File: config.mk
export PLATFORM = sky130hd
export DESIGN_NAME = dulc_uart_line_config
export DESIGN_NICKNAME = d
export VERILOG_FILES = /design/src/hdl/dulc_pkg.sv /design/src/hdl/dulc_uart_line_config.sv /design/src/hdl/dulc_fifo.sv
export SDC_FILE = /design/constraint.sdc
export NUM_CORES = 1
export LEC_CHECK = 0
export BUFFER_PORTS_ARGS = -buffer_cell sky130_fd_sc_hd__buf_2
export CAP_MARGIN = 20
export CORE_MARGIN = 4
export CORE_UTILIZATION = 55
export CTS_CLUSTER_SIZE = 14
export DETAILED_ROUTE_END_ITERATION = 16
export PLACE_DENSITY_LB_ADDON = 0.05
export SETUP_SLACK_MARGIN = 0.3
export SLEW_MARGIN = 15
export SYNTH_ARGS = -nofsm -noshare
export SYNTH_HDL_FRONTEND = slang
export SYNTH_SLANG_ARGS = --single-unit
File: constraint.sdc
create_clock -name clk -period 3.9 [get_ports clk]
set_clock_uncertainty 0.2 [all_clocks]
set_input_delay 0.195 -clock clk [delete_from_list [all_inputs] [get_ports clk]]
set_output_delay 0.195 -clock clk [all_outputs]
set_load 0.02 [all_outputs]
File: src/hdl/dulc_pkg.sv
// Package for the daisy-chain UART line and transmit-mode configuration block.
// Assumes a single 50 MHz clock and a byte-wide register port.
package dulc_pkg;

    // ==========
    // Register map
    localparam logic [7:0] LINE_CONFIG_ADDR = 8'h62;
    localparam logic [7:0] TX_MODE_CONFIG_ADDR = 8'h64;
    localparam logic [7:0] TX_LIMIT_CONFIG_ADDR = 8'h66;
    localparam logic [7:0] LINK_STATUS_ADDR = 8'h68;

    // ==========
    // Field positions
    localparam int LC_RX_UNBALANCED_BIT = 7;
    localparam int LC_RATE_HI = 6;
    localparam int LC_RATE_LO = 4;
    localparam int TM_RX_RAW_BIT = 7;
    localparam int TM_TX_RAW_BIT = 6;
    localparam int TM_LEAD_IN_CONT_BIT = 5;
    localparam int TM_MSG_SEND_BIT = 4;
    localparam int TM_PARITY_INV_BIT = 3;
    localparam int TM_HOLD_BIT = 2;
    localparam int TM_OMIT_END_BIT = 1;
    localparam int TM_OMIT_LEAD_BIT = 0;
    localparam int TL_LIMIT_LIFT_BIT = 5;

    // ==========
    // Reset values
    localparam logic [7:0] LINE_CONFIG_RESET = 8'h30;
    localparam logic [7:0] TX_MODE_CONFIG_RESET = 8'h10;

    // ==========
    // Rate codes and cycles per bit at 50 MHz
    localparam int CLK_HZ = 50000000;
    localparam logic [2:0] RATE_500K_A = 3'h0;
    localparam logic [2:0] RATE_500K_B = 3'h1;
    localparam logic [2:0] RATE_1M = 3'h2;
    localparam logic [2:0] RATE_2M = 3'h3;
    localparam logic [2:0] RATE_4M = 3'h4;
    localparam int BPS_500K = 500000;
    localparam int BPS_1M = 1000000;
    localparam int BPS_2M = 2000000;
    localparam int BPS_4M = 4000000;
    localparam logic [7:0] DIV_500K = 8'(CLK_HZ / BPS_500K);
    localparam logic [7:0] DIV_1M = 8'(CLK_HZ / BPS_1M);
    localparam logic [7:0] DIV_2M = 8'(CLK_HZ / BPS_2M);
    localparam logic [7:0] DIV_4M = 8'(CLK_HZ / BPS_4M);

    // ==========
    // Message limits and line characters
    localparam logic [7:0] MSG_LIMIT_NORMAL = 8'h56;
    localparam logic [7:0] MSG_LIMIT_LIFTED = 8'hFF;
    localparam logic [7:0] LEAD_IN_CHAR = 8'h15;
    localparam logic [7:0] END_CHAR = 8'h54;
    localparam int FIFO_DEPTH = 16;

    // Configuration carried to the transmit and receive paths
    typedef struct packed {
        logic rx_unbalanced;
        logic [2:0] rate_code;
        logic rx_raw;
        logic tx_raw;
        logic lead_in_cont;
        logic msg_send;
        logic parity_invert;
        logic hold;
        logic omit_end_char;
        logic omit_lead_in;
        logic limit_lift;
    } dulc_cfg_t;

    typedef enum logic [2:0] {
        TX_IDLE = 3'h0,
        TX_LEAD = 3'h1,
        TX_DATA = 3'h2,
        TX_END = 3'h3,
        TX_CONT = 3'h4
    } dulc_tx_state_t;

endpackage : dulc_pkg

File: src/hdl/dulc_uart_line_config.sv
// Line and transmit-mode configuration for the daisy-chain UART, with a
// simple character transmitter and receive store gate driven by it.
// Assumes a byte register port and synchronous inputs on one clock.
//
// What this block does
// - Unbalanced receive bit: zero line difference reads one; transmit unchanged.
// - Rate codes 000/001 500k, 010 1M, 011 2M, 100 4M; reset 011.
// - Reserved rate codes run the UART at 500kbps.
// - Receive raw: no Manchester decode, one byte per character.
// - Transmit raw: no Manchester encode, one character per byte.
// - Continuous lead-in sends preambles nonstop, beaten only by hold.
// - Message send needs room in receive buffer or lifted limit; resets on.
// - Parity invert makes transmitted parity odd, else even.
// - Hold finishes the current byte, idles, keeps busy and quiet flags.
// - Omit end character sends messages with no stop character.
// - Omit lead-in sends messages with no preamble, extending the frame.
// - Lead-in-less data after a closed frame is not stored on receive.
// - Lifted limit allows 255-byte messages and ignores a full buffer.
//
// Our own choice: the address-and-strobe port.
`timescale 1ns/1ns
module dulc_uart_line_config (
    input wire logic clk,
    input wire logic reset,
    input wire logic [7:0] reg_addr,
    input wire logic [7:0] reg_wdata,
    input wire logic reg_write,
    input wire logic reg_read,
    output logic [7:0] reg_rdata,
    input wire logic msg_valid,
    output logic msg_ready,
    input wire logic [7:0] msg_data,
    input wire logic msg_send_go,
    input wire logic rx_buffer_full_flag,
    input wire logic rx_pos_input,
    input wire logic rx_char_valid,
    input wire logic [7:0] rx_char,
    input wire logic rx_char_is_lead_in,
    output logic rx_store_valid,
    output logic [7:0] rx_store_data,
    output logic tx_line,
    output logic rx_bit,
    output logic tx_busy,
    output logic tx_quiet,
    output logic [7:0] tx_bit_cycles,
    output logic tx_length_limit_lift
);

    // All module state in one struct
    typedef struct packed {
        dulc_pkg::dulc_cfg_t cfg;
        dulc_pkg::dulc_tx_state_t tx_state;
        logic [7:0] rdata;
        logic [7:0] baud_cnt;
        logic [3:0] bit_idx;
        logic [10:0] shift;
        logic shifting;
        logic half_sel;
        logic [7:0] cur_byte;
        logic [7:0] msg_count;
        logic frame_open;
        logic rx_half_pend;
        logic [3:0] rx_half;
        logic store_valid;
        logic [7:0] store_data;
        logic busy;
        logic quiet;
        logic line;
    } dulc_state_t;

    dulc_state_t state_reg, state_next;
    logic fifo_valid, fifo_ready;
    logic [7:0] fifo_data;
    logic [4:0] fifo_level;
    logic [7:0] div_sel;
    logic baud_tick;
    logic send_allowed;
    logic [7:0] msg_limit;

    // ==========
    // Functions
    // Rate decode; reserved codes fall back to the slowest rate
    function automatic logic [7:0] rate_div(input logic [2:0] code);
        unique case (code)
            dulc_pkg::RATE_500K_A, dulc_pkg::RATE_500K_B: rate_div = dulc_pkg::DIV_500K;
            dulc_pkg::RATE_1M: rate_div = dulc_pkg::DIV_1M;
            dulc_pkg::RATE_2M: rate_div = dulc_pkg::DIV_2M;
            dulc_pkg::RATE_4M: rate_div = dulc_pkg::DIV_4M;
            default: rate_div = dulc_pkg::DIV_500K;
        endcase
    endfunction : rate_div

    // Character frame: start 0, eight data bits, parity, stop 1
    function automatic logic [10:0] make_char(input logic [7:0] d, input logic odd);
        logic par;
        par = (^d) ^ odd;
        make_char = {1'b1, par, d, 1'b0};
    endfunction : make_char

    // Manchester half: nibble bits each become a 10/01 pair
    function automatic logic [7:0] manch(input logic [3:0] n);
        manch = '0;
        for (int i = 0; i < 4; i++) begin
            manch[2*i +: 2] = n[i] ? 2'b01 : 2'b10;
        end
    endfunction : manch

    // Recover a nibble from a Manchester character
    function automatic logic [3:0] unmanch(input logic [7:0] m);
        unmanch = '0;
        for (int i = 0; i < 4; i++) begin
            unmanch[i] = m[2*i];
        end
    endfunction : unmanch

    // ==========
    // Message queue; its ready stalls the host side
    dulc_fifo #(
        .WIDTH(8),
        .DEPTH(dulc_pkg::FIFO_DEPTH)
    ) u_fifo (
        .clk(clk),
        .reset(reset),
        .in_valid(msg_valid),
        .in_ready(msg_ready),
        .in_data(msg_data),
        .out_valid(fifo_valid),
        .out_ready(fifo_ready),
        .out_data(fifo_data),
        .level(fifo_level)
    );

    // ==========
    // Derived controls
    assign div_sel = rate_div(state_reg.cfg.rate_code);
    assign baud_tick = (state_reg.baud_cnt == 8'h01);
    assign send_allowed = state_reg.cfg.msg_send && (!rx_buffer_full_flag
        || state_reg.cfg.limit_lift);
    assign msg_limit = state_reg.cfg.limit_lift ? dulc_pkg::MSG_LIMIT_LIFTED
        : dulc_pkg::MSG_LIMIT_NORMAL;
    // A byte is taken from the queue only at a data load point
    assign fifo_ready = (state_reg.tx_state == dulc_pkg::TX_DATA) && !state_reg.shifting
        && !state_reg.half_sel && !state_reg.cfg.hold && !state_reg.cfg.lead_in_cont
        && (state_reg.msg_count != msg_limit);

    // ==========
    // Outputs straight from registers; bit cycles decoded from the rate code
    assign reg_rdata = state_reg.rdata;
    assign tx_line = state_reg.line;
    assign tx_busy = state_reg.busy;
    assign tx_quiet = state_reg.quiet;
    assign tx_bit_cycles = div_sel;
    assign tx_length_limit_lift = state_reg.cfg.limit_lift;
    assign rx_store_valid = state_reg.store_valid;
    assign rx_store_data = state_reg.store_data;
    // Unbalanced mode inverts the sense so a zero difference reads one
    assign rx_bit = rx_pos_input ^ state_reg.cfg.rx_unbalanced;

    // ==========
    // Next-state logic
    always_comb begin
        logic [7:0] wd;
        logic start;
        logic [7:0] chr;
        wd = reg_wdata;
        start = 1'b0;
        chr = '0;
        state_next = state_reg;
        state_next.store_valid = 1'b0;

        // Register writes; low line bits are not stored
        if (reg_write) begin
            unique case (reg_addr)
                dulc_pkg::LINE_CONFIG_ADDR: begin
                    state_next.cfg.rx_unbalanced = wd[dulc_pkg::LC_RX_UNBALANCED_BIT];
                    state_next.cfg.rate_code = wd[dulc_pkg::LC_RATE_HI:dulc_pkg::LC_RATE_LO];
                end
                dulc_pkg::TX_MODE_CONFIG_ADDR: begin
                    state_next.cfg.rx_raw = wd[dulc_pkg::TM_RX_RAW_BIT];
                    state_next.cfg.tx_raw = wd[dulc_pkg::TM_TX_RAW_BIT];
                    state_next.cfg.lead_in_cont = wd[dulc_pkg::TM_LEAD_IN_CONT_BIT];
                    state_next.cfg.msg_send = wd[dulc_pkg::TM_MSG_SEND_BIT];
                    state_next.cfg.parity_invert = wd[dulc_pkg::TM_PARITY_INV_BIT];
                    state_next.cfg.hold = wd[dulc_pkg::TM_HOLD_BIT];
                    state_next.cfg.omit_end_char = wd[dulc_pkg::TM_OMIT_END_BIT];
                    state_next.cfg.omit_lead_in = wd[dulc_pkg::TM_OMIT_LEAD_BIT];
                end
                dulc_pkg::TX_LIMIT_CONFIG_ADDR: begin
                    state_next.cfg.limit_lift = wd[dulc_pkg::TL_LIMIT_LIFT_BIT];
                end
                default: ;
            endcase
        end

        // Register reads, data in the next cycle only
        state_next.rdata = '0;
        if (reg_read) begin
            unique case (reg_addr)
                dulc_pkg::LINE_CONFIG_ADDR: state_next.rdata = {state_reg.cfg.rx_unbalanced,
                    state_reg.cfg.rate_code, 4'h0};
                dulc_pkg::TX_MODE_CONFIG_ADDR: state_next.rdata = {state_reg.cfg.rx_raw,
                    state_reg.cfg.tx_raw, state_reg.cfg.lead_in_cont, state_reg.cfg.msg_send,
                    state_reg.cfg.parity_invert, state_reg.cfg.hold,
                    state_reg.cfg.omit_end_char, state_reg.cfg.omit_lead_in};
                dulc_pkg::TX_LIMIT_CONFIG_ADDR: state_next.rdata = {2'h0,
                    state_reg.cfg.limit_lift, 5'h00};
                dulc_pkg::LINK_STATUS_ADDR: state_next.rdata = {state_reg.busy,
                    state_reg.quiet, state_reg.frame_open, fifo_level};
                default: state_next.rdata = '0;
            endcase
        end

        // Bit timer; restarts from the divider on every tick
        if (state_reg.shifting) begin
            state_next.baud_cnt = baud_tick ? div_sel : state_reg.baud_cnt - 8'h01;
            if (baud_tick) begin
                state_next.line = state_reg.shift[0];
                state_next.shift = {1'b1, state_reg.shift[10:1]};
                state_next.bit_idx = state_reg.bit_idx + 4'h1;
                if (state_reg.bit_idx == 4'hA) begin
                    state_next.shifting = 1'b0; // Current character done
                end
            end
        end else begin
            state_next.line = 1'b1;
        end

        // Transmit sequencer; acts only between characters
        if (!state_reg.shifting) begin
            if (state_reg.cfg.hold && !state_reg.half_sel) begin
                // Idle once both halves of the byte are out; busy, quiet kept
                state_next.line = 1'b1;
            end else if (state_reg.cfg.lead_in_cont) begin
                state_next.tx_state = dulc_pkg::TX_CONT;
                chr = dulc_pkg::LEAD_IN_CHAR;
                start = 1'b1;
                state_next.busy = 1'b1;
                state_next.quiet = 1'b0;
            end else begin
                unique case (state_reg.tx_state)
                    dulc_pkg::TX_IDLE, dulc_pkg::TX_CONT: begin
                        state_next.busy = 1'b0;
                        state_next.quiet = 1'b1;
                        state_next.tx_state = dulc_pkg::TX_IDLE;
                        if (msg_send_go && send_allowed && fifo_valid) begin
                            state_next.busy = 1'b1;
                            state_next.quiet = 1'b0;
                            state_next.msg_count = '0;
                            if (state_reg.cfg.omit_lead_in) begin
                                state_next.tx_state = dulc_pkg::TX_DATA;
                            end else begin
                                chr = dulc_pkg::LEAD_IN_CHAR;
                                start = 1'b1;
                                state_next.frame_open = 1'b1;
                                state_next.tx_state = dulc_pkg::TX_DATA;
                            end
                        end
                    end
                    dulc_pkg::TX_DATA: begin
                        if (state_reg.half_sel) begin
                            chr = manch(state_reg.cur_byte[7:4]);
                            start = 1'b1;
                            state_next.half_sel = 1'b0;
                        end else if (fifo_valid && fifo_ready) begin
                            state_next.msg_count = state_reg.msg_count + 8'h01;
                            state_next.cur_byte = fifo_data;
                            start = 1'b1;
                            if (state_reg.cfg.tx_raw) begin
                                chr = fifo_data;
                            end else begin
                                chr = manch(fifo_data[3:0]);
                                state_next.half_sel = 1'b1;
                            end
                        end else begin
                            state_next.tx_state = dulc_pkg::TX_END;
                        end
                    end
                    dulc_pkg::TX_END: begin
                        state_next.tx_state = dulc_pkg::TX_IDLE;
                        if (!state_reg.cfg.omit_end_char) begin
                            chr = dulc_pkg::END_CHAR;
                            start = 1'b1;
                            state_next.frame_open = 1'b0;
                        end
                    end
                    default: state_next.tx_state = dulc_pkg::TX_IDLE;
                endcase
            end
        end

        if (start) begin
            state_next.shift = make_char(chr, state_reg.cfg.parity_invert);
            state_next.shifting = 1'b1;
            state_next.bit_idx = '0;
            state_next.baud_cnt = div_sel;
        end

        // Receive store; unframed characters are dropped
        if (rx_char_valid) begin
            if (rx_char_is_lead_in) begin
                state_next.frame_open = 1'b1;
                state_next.rx_half_pend = 1'b0;
            end else if (rx_char == dulc_pkg::END_CHAR) begin
                state_next.frame_open = 1'b0;
            end else if (state_reg.frame_open) begin
                if (state_reg.cfg.rx_raw) begin
                    state_next.store_valid = 1'b1;
                    state_next.store_data = rx_char;
                end else if (state_reg.rx_half_pend) begin
                    state_next.store_valid = 1'b1;
                    state_next.store_data = {unmanch(rx_char), state_reg.rx_half};
                    state_next.rx_half_pend = 1'b0;
                end else begin
                    state_next.rx_half = unmanch(rx_char);
                    state_next.rx_half_pend = 1'b1;
                end
            end
        end
    end

    // ==========
    // State register
    always_ff @(posedge clk) begin
        if (reset) begin
            state_reg <= '0;
            state_reg.cfg.rate_code <= dulc_pkg::LINE_CONFIG_RESET[6:4];
            state_reg.cfg.msg_send <= dulc_pkg::TX_MODE_CONFIG_RESET[4];
            state_reg.tx_state <= dulc_pkg::TX_IDLE;
            state_reg.line <= 1'b1;
            state_reg.quiet <= 1'b1;
        end else begin
            state_reg <= state_next;
        end
    end

endmodule : dulc_uart_line_config

File: src/hdl/dulc_fifo.sv
// Synchronous FIFO holding the queued message bytes.
// Assumes one clock; read data come out of a register.
`timescale 1ns/1ns
module dulc_fifo #(
    parameter int WIDTH = 8,
    parameter int DEPTH = 16
) (
    input wire logic clk,
    input wire logic reset,
    input wire logic in_valid,
    output logic in_ready,
    input wire logic [WIDTH-1:0] in_data,
    output logic out_valid,
    input wire logic out_ready,
    output logic [WIDTH-1:0] out_data,
    output logic [$clog2(DEPTH):0] level
);
    localparam int AW = $clog2(DEPTH);

    typedef struct packed {
        logic [AW-1:0] wr_ptr;
        logic [AW-1:0] rd_ptr;
        logic [AW:0] count;
        logic out_valid;
        logic [WIDTH-1:0] out_data;
    } dulc_fifo_state_t;

    dulc_fifo_state_t state_reg, state_next;
    logic [WIDTH-1:0] mem_reg [DEPTH];
    logic push, pop, mem_has;

    // ==========
    // Handshakes
    assign mem_has = (state_reg.count != '0);
    assign in_ready = (state_reg.count != (AW+1)'(DEPTH));
    assign push = in_valid && in_ready;
    assign pop = mem_has && (!state_reg.out_valid || out_ready);
    assign out_valid = state_reg.out_valid;
    assign out_data = state_reg.out_data;
    assign level = state_reg.count + (AW+1)'(state_reg.out_valid);

    // ==========
    // Next state; output stage refills from memory
    always_comb begin
        state_next = state_reg;
        if (state_reg.out_valid && out_ready) begin
            state_next.out_valid = 1'b0;
        end
        if (pop) begin
            state_next.out_valid = 1'b1;
            state_next.out_data = mem_reg[state_reg.rd_ptr];
            state_next.rd_ptr = state_reg.rd_ptr + 1'b1;
        end
        if (push) begin
            state_next.wr_ptr = state_reg.wr_ptr + 1'b1;
        end
        state_next.count = state_reg.count + (AW+1)'(push) - (AW+1)'(pop);
    end

    always_ff @(posedge clk) begin
        if (reset) begin
            state_reg <= '0;
        end else begin
            state_reg <= state_next;
        end
        if (push) begin
            mem_reg[state_reg.wr_ptr] <= in_data;
        end
    end

endmodule : dulc_fifo

==> impl_metrics.json, run 1 <==
{
  "grt.total_usage_pct": 20.9,
  "largest_reg_flops": 128,
  "power_leakage_nw": 4.16,
  "cts_setup_buffers": 0,
  "wl_per_cell_um": 18.2,
  "hpwl_mm": 14.4,
  "start_util_pct": 55.9,
  "worstSetupPathType": "flop to flop",
  "root_buffer": "clkbuf_16",
  "cap_violations": 0,
  "layout_commonest_cell": "edfxtp_1",
  "period_share_pct": 87.1,
  "drive_above_1_share_pct": 18.7,
  "gp_congestion": 0.891,
  "rsz0062_at_grt": "no",
  "synth_edf_count": 128,
  "clk_latency_ps": 520,
  "cts_tree": "built",
  "yosysSeqAreaShare_pct": 59.2,
  "num_rows": 49,
  "die-area_sq_mm": 0.0205,
  "numClockSinks": 233,
  "portBuffers": 71,
  "final_core_util_pct": 65.3,
  "core_sq_mm": 0.0180,
  "critPathArrivalTime_ps": 3630,
  "cp-start-kind": "flop",
  "synth_cell_types": 62,
  "ios": 73,
  "htreeDepth": 1,
  "most-common-layout-cells": "edfxtp_1, dfxtp_1, nor2_1",
  "fin_total_pwr_w": 0.00658,
  "drt-initial-drc-count": 489,
  "period_needed_ps": 3400,
  "final_antenna_net_count": 0,
  "syn-cell-area_sq_mm": 0.0100,
  "max_freq_mhz": 294,
  "finalSetupViolCount": 0,
  "peakVddDrop_mv": 0.482,
  "final_area_sq_mm": 0.0117,
  "critPathMaxFanout": 6,
  "hold_viol_final": 0,
  "syn_to_final_growth_pct": 16.7,
  "ys_async_sr_fraction_pct": 0,
  "grt_pass1_wl_mm": 34.2,
  "r2r_start": "tx_length_limit_lift",
  "ys_ff_latch": 233,
  "path_clk_slew_ps": 60,
  "finalSetupTns_ps": 0,
  "outcome": "completed",
  "antenna_found_initial": 0,
  "syn_inst": 813,
  "crit_path_start": "tx_length_limit_lift",
  "grt_overflow": 0,
  "place_area_sq_mm": 0.0105,
  "die_y_um": 143,
  "clk_path_buf_depth": 3,
  "slew_headroom_pct": 38.0,
  "grt_max_degree": 77,
  "layout.nets": 977,
  "grt_pass1_vias": 6692,
  "vias": 6695,
  "drt_pre_antenna_iters": 5,
  "via_per_inst": 5.78,
  "required_ps": 4130,
  "worst_slew_pin_slew_ps": 916,
  "drc": 0,
  "worst_hold_startpoint": "reg_addr[2]",
  "routed_wl_mm": 21.1,
  "dieWidth_um": 143,
  "power_density_mw_per_mm2": 562,
  "holdCritPathClass": "input pin to flop",
  "cts_buffers": 24,
  "ys_dominant_reg_cell": "edfxtp_1",
  "synth_fp_nets": 876,
  "n_antenna_cell": 0,
  "final_max_slew_viol_count": 0,
  "critPathCaptureType": "flop",
  "synth.avg_cell_area_sq_um": 12.4,
  "yosysWarnings": 0
}
[logic make-up after synthesis]
logic type | count (synthesis) | share of synthesized area, %
and+or+nand+nor | 266 | 12.1
DFF | 233 | 59.2
AOI/OAI and AO/OA | 129 | 8.59
buffers and inverters | 75 | 3.57
muxes | 61 | 11.1
xor gates and xnor gates | 27 | 2.76
adders and majority gates | 21 | 2.69
other | 1 | 0.0373
[per-layer routing]
| metal | wire length [um] | global-route usage (%) |
|---|---|---|
| met2 | 10700 | 37.1 |
| met3 | 991 | 2.81 |
| met5 | 0 | 0 |
| met1 | 9020 | 27.5 |
| met4 | 405 | 5.05 |
[worst paths after layout]
kind | cells past startpoint | end | slack, ps
worst max-delay path | 14 | u_fifo.state_reg[13] | 500
worst min-delay path | 5 | reg_rdata[3] | 60
worst max register to register | 14 | u_fifo.state_reg[13] | 500
worst min register to register | 2 | state_reg[36] | 260
[stage by stage]
step                worst slack (ps)  cells  hold WS (ps)
floorplan                        394    813          93.9
global placement                 506   1077           239
detailed placement               432   1077           252
CTS                              402   1159          49.9
global route                     313   1159          71.2
finish                           503   1159          61.3
[critical path, stage by stage, from the launching register on]
cell	delay (ps)
dfxtp_1	360
or4_1	550
mux2_2	320
o21ai_1	210
a21oi_1	120
ha_1	310
inv_1	40
ha_1	200
inv_1	80
fa_1	210
inv_1	50
a21oi_1	130
nor2_1	60
or3_1	330
a21oi_1	140
[cells in the mapped netlist, types with 9 or more instances]
cell type	instances	share of area, %
edfxtp_1	128	38
dfxtp_1	105	21
nor2_1	103	3.8
nand2_1	71	2.7
a21oi_1	45	2.2
mux4_2	40	9.0
nand3_1	27	1.3
clkbuf_1	25	0.93
inv_1	22	0.82
ha_1	20	2.5
mux2i_1	20	2.0
buf_4	18	1.3
o21ai_0	17	0.85
a211oi_1	16	1.2
xor2_1	15	1.3
a22oi_1	12	0.90
nor3_1	12	0.60
nand4_1	10	0.62
nor2b_1	9	0.56
xnor2_1	9	0.78
[report_power, final]
part / switching [W] / internal, W
clock network: 0.000903 / 0.00130
logic: 0.000723 / 0.000707
registers: 0.000185 / 0.00277
[final cells by class]
| cell class | count | area (sq um) |
|---|---|---|
| tap | 229 | 287 |
| clock inverter | 3 | 45.0 |
| clock buffer | 39 | 738 |
| sequential | 233 | 5950 |
| inverter | 23 | 86.3 |
| multi-input combinational | 505 | 3740 |
| timing repair buffer | 127 | 876 |
| fill | 1363 | 6240 |
[timing repair]
action / 4_1_cts / 5_1_grt
setup endpoints to repair: 0 / 1
endpoints found under the hold margin: 166 / 0
resized for setup: 0 / 1
hold buffers: 40 / 0
Power figures use the tool's default switching activity.
==> run 2, diff against run 1 <==
--- a/config.mk
+++ b/config.mk
@@ -7,11 +7,13 @@
 export LEC_CHECK = 0
 export BUFFER_PORTS_ARGS = -buffer_cell sky130_fd_sc_hd__buf_2
 export CAP_MARGIN = 20
+export CORE_ASPECT_RATIO = 1.5
 export CORE_MARGIN = 4
 export CORE_UTILIZATION = 55
 export CTS_CLUSTER_SIZE = 14
 export DETAILED_ROUTE_END_ITERATION = 16
 export PLACE_DENSITY_LB_ADDON = 0.05
+export RECOVER_POWER = 50
 export SETUP_SLACK_MARGIN = 0.3
 export SLEW_MARGIN = 15
 export SYNTH_ARGS = -nofsm -noshare
==> run 2 against run 1 <==
  * Utilization shrank 0.75 points
  * Global-route usage grew 0.73 points
  * Critical path depth is the same
  * Cell area shrank 1.3%
  * Sequential power is essentially flat
  * Non-clock buffer count grew 3
  * Clock power shrank 8%
  * Worst hold slack lost 36 ps
  * Critical path type unchanged
  * Wire length grew 4.7%
==> impl_metrics.json, run 2 (same netlist as run 1, synthesis figures left out) <==
{
  "outcome": "completed",
  "root_buffer": "clkbuf_16",
  "layout.nets": 978,
  "dieWidth_um": 118,
  "ios": 73,
  "cts_tree": "built",
  "final_antenna_net_count": 0,
  "num_rows": 60,
  "clk_latency_ps": 500,
  "cts_setup_buffers": 0,
  "period_share_pct": 89.0,
  "critPathCaptureType": "flop",
  "grt_pass1_wl_mm": 36.0,
  "period_needed_ps": 3470,
  "core_sq_mm": 0.0179,
  "max_freq_mhz": 288,
  "grt_pass1_vias": 6854,
  "slew_headroom_pct": 35.4,
  "final_max_slew_viol_count": 0,
  "portBuffers": 71,
  "gp_congestion": 0.884,
  "hpwl_mm": 15.4,
  "clk_path_buf_depth": 3,
  "cap_violations": 0,
  "drt-initial-drc-count": 297,
  "worst_slew_pin_slew_ps": 954,
  "wl_per_cell_um": 19.3,
  "antenna_found_initial": 0,
  "holdCritPathClass": "input pin to flop",
  "via_per_inst": 5.82,
  "vias": 6671,
  "power_leakage_nw": 3.97,
  "most-common-layout-cells": "edfxtp_1, nor2_1, dfxtp_1",
  "drive_above_1_share_pct": 13.6,
  "largest_reg_flops": 128,
  "rsz0062_at_grt": "no",
  "die_y_um": 174,
  "finalSetupTns_ps": 0,
  "numClockSinks": 233,
  "start_util_pct": 56.0,
  "drt_pre_antenna_iters": 4,
  "grt_overflow": 0,
  "cts_buffers": 22,
  "path_clk_slew_ps": 60,
  "worstSetupPathType": "flop to flop",
  "finalSetupViolCount": 0,
  "die-area_sq_mm": 0.0205,
  "cp-start-kind": "flop",
  "final_core_util_pct": 64.5,
  "peakVddDrop_mv": 0.413,
  "grt_max_degree": 77,
  "htreeDepth": 1,
  "drc": 0,
  "dp.cells": 1063,
  "layout_commonest_cell": "edfxtp_1",
  "critPathMaxFanout": 6,
  "final-instance-count-excl-fill": 1146,
  "n_antenna_cell": 0,
  "power_density_mw_per_mm2": 553,
  "grt.total_usage_pct": 21.7,
  "hold_viol_final": 0,
  "syn_to_final_growth_pct": 15.2,
  "required_ps": 4120,
  "routed_wl_mm": 22.1,
  "critPathArrivalTime_ps": 3690
}
## run 2: cell count changes in the layout (fill, tap and decap cells not counted), sizes merged
| cell | change |
|---|---|
| bufinv | +1 |
| clkinvlp | -1 |
| buf | -44 |
| dlygate4sd3 | +5 |
| clkinv | +7 |
| clkbuf | +31 |
## run 2: worst max-delay path, stage by stage (launching register included)
cell	delay [ps]
dfxtp_2	350
or4_1	520
mux2_2	320
o21ai_0	300
a21oi_1	150
ha_1	300
inv_1	40
ha_1	200
inv_1	80
fa_1	210
inv_1	50
a21oi_1	130
nor2_1	70
or3_1	340
a21oi_1	140
## run 2: timing repair
action,CTS,global route
endpoints found under the setup margin,0,1
hold buffers,45,0
endpoints found under the hold margin,165,0
gates resized for setup,0,3
## run 2: final timing paths
check / startpoint / endpoint / slack [ps] / cells after the start
max: tx_length_limit_lift / u_fifo.state_reg[13] / 430 / 14
min: reg_addr[3] / reg_rdata[5] / 30 / 4
max reg2reg: tx_length_limit_lift / u_fifo.state_reg[13] / 430 / 14
min reg2reg: state_reg[37] / state_reg[36] / 270 / 2
## run 2: per-layer routing
| metal | GRT usage (%) | up-vias | wire [um] |
|---|---|---|---|
| li1 | - | 3203 | - |
| met5 | 0 | - | 0 |
| met2 | 42.0 | 141 | 12400 |
| met4 | 6.85 | 0 | 675 |
| met3 | 3.13 | 49 | 812 |
| met1 | 24.0 | 3278 | 8290 |
## run 2: metrics by stage
stage               total power, W  area (sq um)  hold WS, ps  setup WS (ps)
floorplan                  0.00405         10000         93.9            394
detailed placement         0.00442         10500          256            420
global route               0.00675         11600         30.0            194
finish                     0.00640         11600         25.0            429
CTS                        0.00647         11600         12.7            404
global placement           0.00437         10500          248            505
## run 2: cell type report
cell class              instances  area [sq um]
fillers                      1378          6370
flip-flops and latches        233          5950
multi-input cells             505          3750
repair buffers                130           846
clock buffers                  28           604
well taps                     217           272
inverters                      23          86.3
clock inverters                10          70.1
## run 2: power breakdown
| part | switching [W] | internal (W) | leakage, nW | total [W] |
|---|---|---|---|---|
| logic | 0.000756 | 0.000697 | 1.63 | 0.00145 |
| registers | 0.000168 | 0.00277 | 2.01 | 0.00294 |
| clock network | 0.000862 | 0.00115 | 0.327 | 0.00202 |
==> run 3, diff against run 2 <==
--- a/config.mk
+++ b/config.mk
@@ -5,14 +5,15 @@
 export SDC_FILE = /design/constraint.sdc
 export NUM_CORES = 1
 export LEC_CHECK = 0
-export BUFFER_PORTS_ARGS = -buffer_cell sky130_fd_sc_hd__buf_2
+export BUFFER_PORTS_ARGS = -buffer_cell sky130_fd_sc_hd__clkbuf_2
 export CAP_MARGIN = 20
 export CORE_ASPECT_RATIO = 1.5
 export CORE_MARGIN = 4
 export CORE_UTILIZATION = 55
 export CTS_CLUSTER_SIZE = 14
 export DETAILED_ROUTE_END_ITERATION = 16
-export PLACE_DENSITY_LB_ADDON = 0.05
+export GPL_TIMING_DRIVEN = 0
+export PLACE_DENSITY = 0.82
 export RECOVER_POWER = 50
 export SETUP_SLACK_MARGIN = 0.3
 export SLEW_MARGIN = 15
==> run 3 against run 2 <==
  * The flow now finishes with violations (max-capacitance violations, max-slew violations)
  * Clock-buffer cell count grew 5
  * Wire length grew 5.2%
  * First-iteration DRC count grew 69%
  * Critical endpoint unchanged
==> impl_metrics.json, run 3 (same netlist as run 1, synthesis figures left out) <==
{
  "seq_power_share_pct": 43.9,
  "p_clk_share_pct": 32.6,
  "critPathMaxFanout": 6,
  "drive_above_1_share_pct": 14.8,
  "root_buffer": "clkbuf_16",
  "routed_wl_mm": 23.3,
  "critPathCaptureType": "flop",
  "drt-initial-drc-count": 502,
  "grt.total_usage_pct": 22.8,
  "violations": "max-capacitance violations, max-slew violations",
  "power_density_mw_per_mm2": 560,
  "final_max_slew_viol_count": 1,
  "final-instance-count-excl-fill": 1190,
  "outcome": "finished, violations left",
  "cts_tree": "built",
  "crit_path_start": "tx_length_limit_lift",
  "layout.nets": 1020,
  "switching_share_pct": 28.0,
  "htreeDepth": 1,
  "die_y_um": 174,
  "num_rows": 60,
  "r2r_end": "u_fifo.state_reg[13]",
  "worstSetupPathType": "flop to flop",
  "die-area_sq_mm": 0.0205,
  "drt_pre_antenna_iters": 8,
  "slew_headroom_pct": -0.668,
  "hold_viol_final": 0,
  "grt_overflow": 0,
  "pwr-share-comb_pct": 23.4,
  "max_freq_mhz": 283,
  "clk_latency_ps": 510,
  "drc": 0,
  "path_clk_slew_ps": 60,
  "syn_to_final_growth_pct": 18.3,
  "ios": 73,
  "fillers": 1265,
  "most-common-layout-cells": "edfxtp_1, dfxtp_1, nor2_1",
  "cts_buffers": 22,
  "multiInputGateArea_sq_mm": 0.00379,
  "cap_violations": 1,
  "layout_commonest_cell": "edfxtp_1",
  "via_per_inst": 5.95,
  "core_sq_mm": 0.0179,
  "rrSetupSlack_ps": 370,
  "start_util_pct": 56.0,
  "internal-power_w": 0.00479,
  "grt_max_degree": 17,
  "required_ps": 4130,
  "period_needed_ps": 3530,
  "largest_reg_flops": 128,
  "grt_pass1_vias": 7193,
  "portBuffers": 70,
  "power_leakage_nw": 4.14,
  "regArea_sq_mm": 0.00595,
  "vias": 7080,
  "antenna_found_initial": 0,
  "wl_per_cell_um": 19.6,
  "peakVddDrop_mv": 0.400,
  "endpoint": "u_fifo.state_reg[13]",
  "power.switching_w": 0.00186,
  "rsz0062_at_grt": "no",
  "numClockSinks": 233,
  "final_antenna_net_count": 0,
  "holdCritPathClass": "input pin to flop",
  "critPathArrivalTime_ps": 3760,
  "dieWidth_um": 118,
  "finalWorstSetupSlack_ps": 371,
  "gp_congestion": 0.901,
  "hpwl_mm": 16.4,
  "preCtsSetupSlack_ps": -29.9,
  "r2r_start": "tx_length_limit_lift",
  "hold_ws_ps": 47.8,
  "rr_worst_depth": 15,
  "clk_path_buf_depth": 3,
  "dp.cells": 1103,
  "period_share_pct": 90.5,
  "finalSetupTns_ps": 0,
  "cp-start-kind": "flop",
  "worst_slew_pin_slew_ps": 1490,
  "fin_total_pwr_w": 0.00666,
  "finalSetupViolCount": 0,
  "n_antenna_cell": 0,
  "grt_pass1_wl_mm": 37.4
}
==> run 3: changes by cell type in the layout (fill, tap and decap cells not counted), moves of 5 or more <==
cell	previous run	this run
buf_2	34	3
clkbuf_2	0	30
clkbuf_1	46	74
buf_4	9	20
buf_1	0	6
clkinv_1	7	2
==> run 3: metal layers <==
layer	track usage, %	vias up	routed length [um]
met5	0	-	0
met4	10.2	0	1090
met3	3.17	73	1260
met2	43.9	294	12700
met1	24.3	3431	8220
li1	-	3282	-
==> run 3: power by group through the flow <==
stage	clock, W	combinational (W)	sequential [W]
final	0.00217	0.00156	0.00292
after floorplan	0	0.00112	0.00293
after global routing	0.00232	0.00171	0.00295
after detailed placement	0	0.00147	0.00297
after global placement	0	0.00142	0.00296
after CTS	0.00220	0.00154	0.00292
==> run 3: through the flow <==
stage                     util, %  instance area, sq um
after floorplan                 -                 10000
after global placement       59.5                 10700
after detailed placement     59.6                 10700
after CTS                    66.4                 11900
final                        66.3                 11900
after global routing         66.3                 11900
==> run 3: how the worst min path moves through the flow <==
stage	from	to	slack, ps	cells past startpoint
after floorplan	msg_data[0]	u_fifo.mem_reg[0][0]	90	0
after global placement	state_reg[37]	state_reg[36]	240	2
after detailed placement	reg_wdata[0]	state_reg[71]	250	3
after CTS	reg_addr[5]	tx_length_limit_lift	60	6
after global routing	reg_addr[5]	tx_length_limit_lift	90	6
final	reg_addr[5]	tx_length_limit_lift	50	6
==> run 3: worst max-delay path: stages, from the launching register on <==
cell and delay, ps:
dfxtp_2 360, or4_4 520, mux2_1 410, o21ai_4 210
a21oi_4 90, buf_8 140, ha_1 260, inv_1 40
ha_1 200, inv_1 90, fa_2 220, inv_1 40
a21oi_1 130, nor2_1 70, or3_1 340, a21oi_1 130
==> run 3: final cells by class <==
cell class	count	area share [%]
clock buffers	33	5.50
clock inverters	7	0.716
flip-flops and latches	233	50.0
multi-input cells	505	31.9
plain buffers	52	2.37
well taps	217	2.28
repair buffers	120	6.51
inverters	23	0.726
==> run 3: repair_timing <==
item,in CTS,in global routing
endpoints found under the setup margin,4,1
buffers inserted,0,3
hold endpoints to repair,165,0
pin swaps,0,2
hold buffers,44,0
resized for setup,8,6
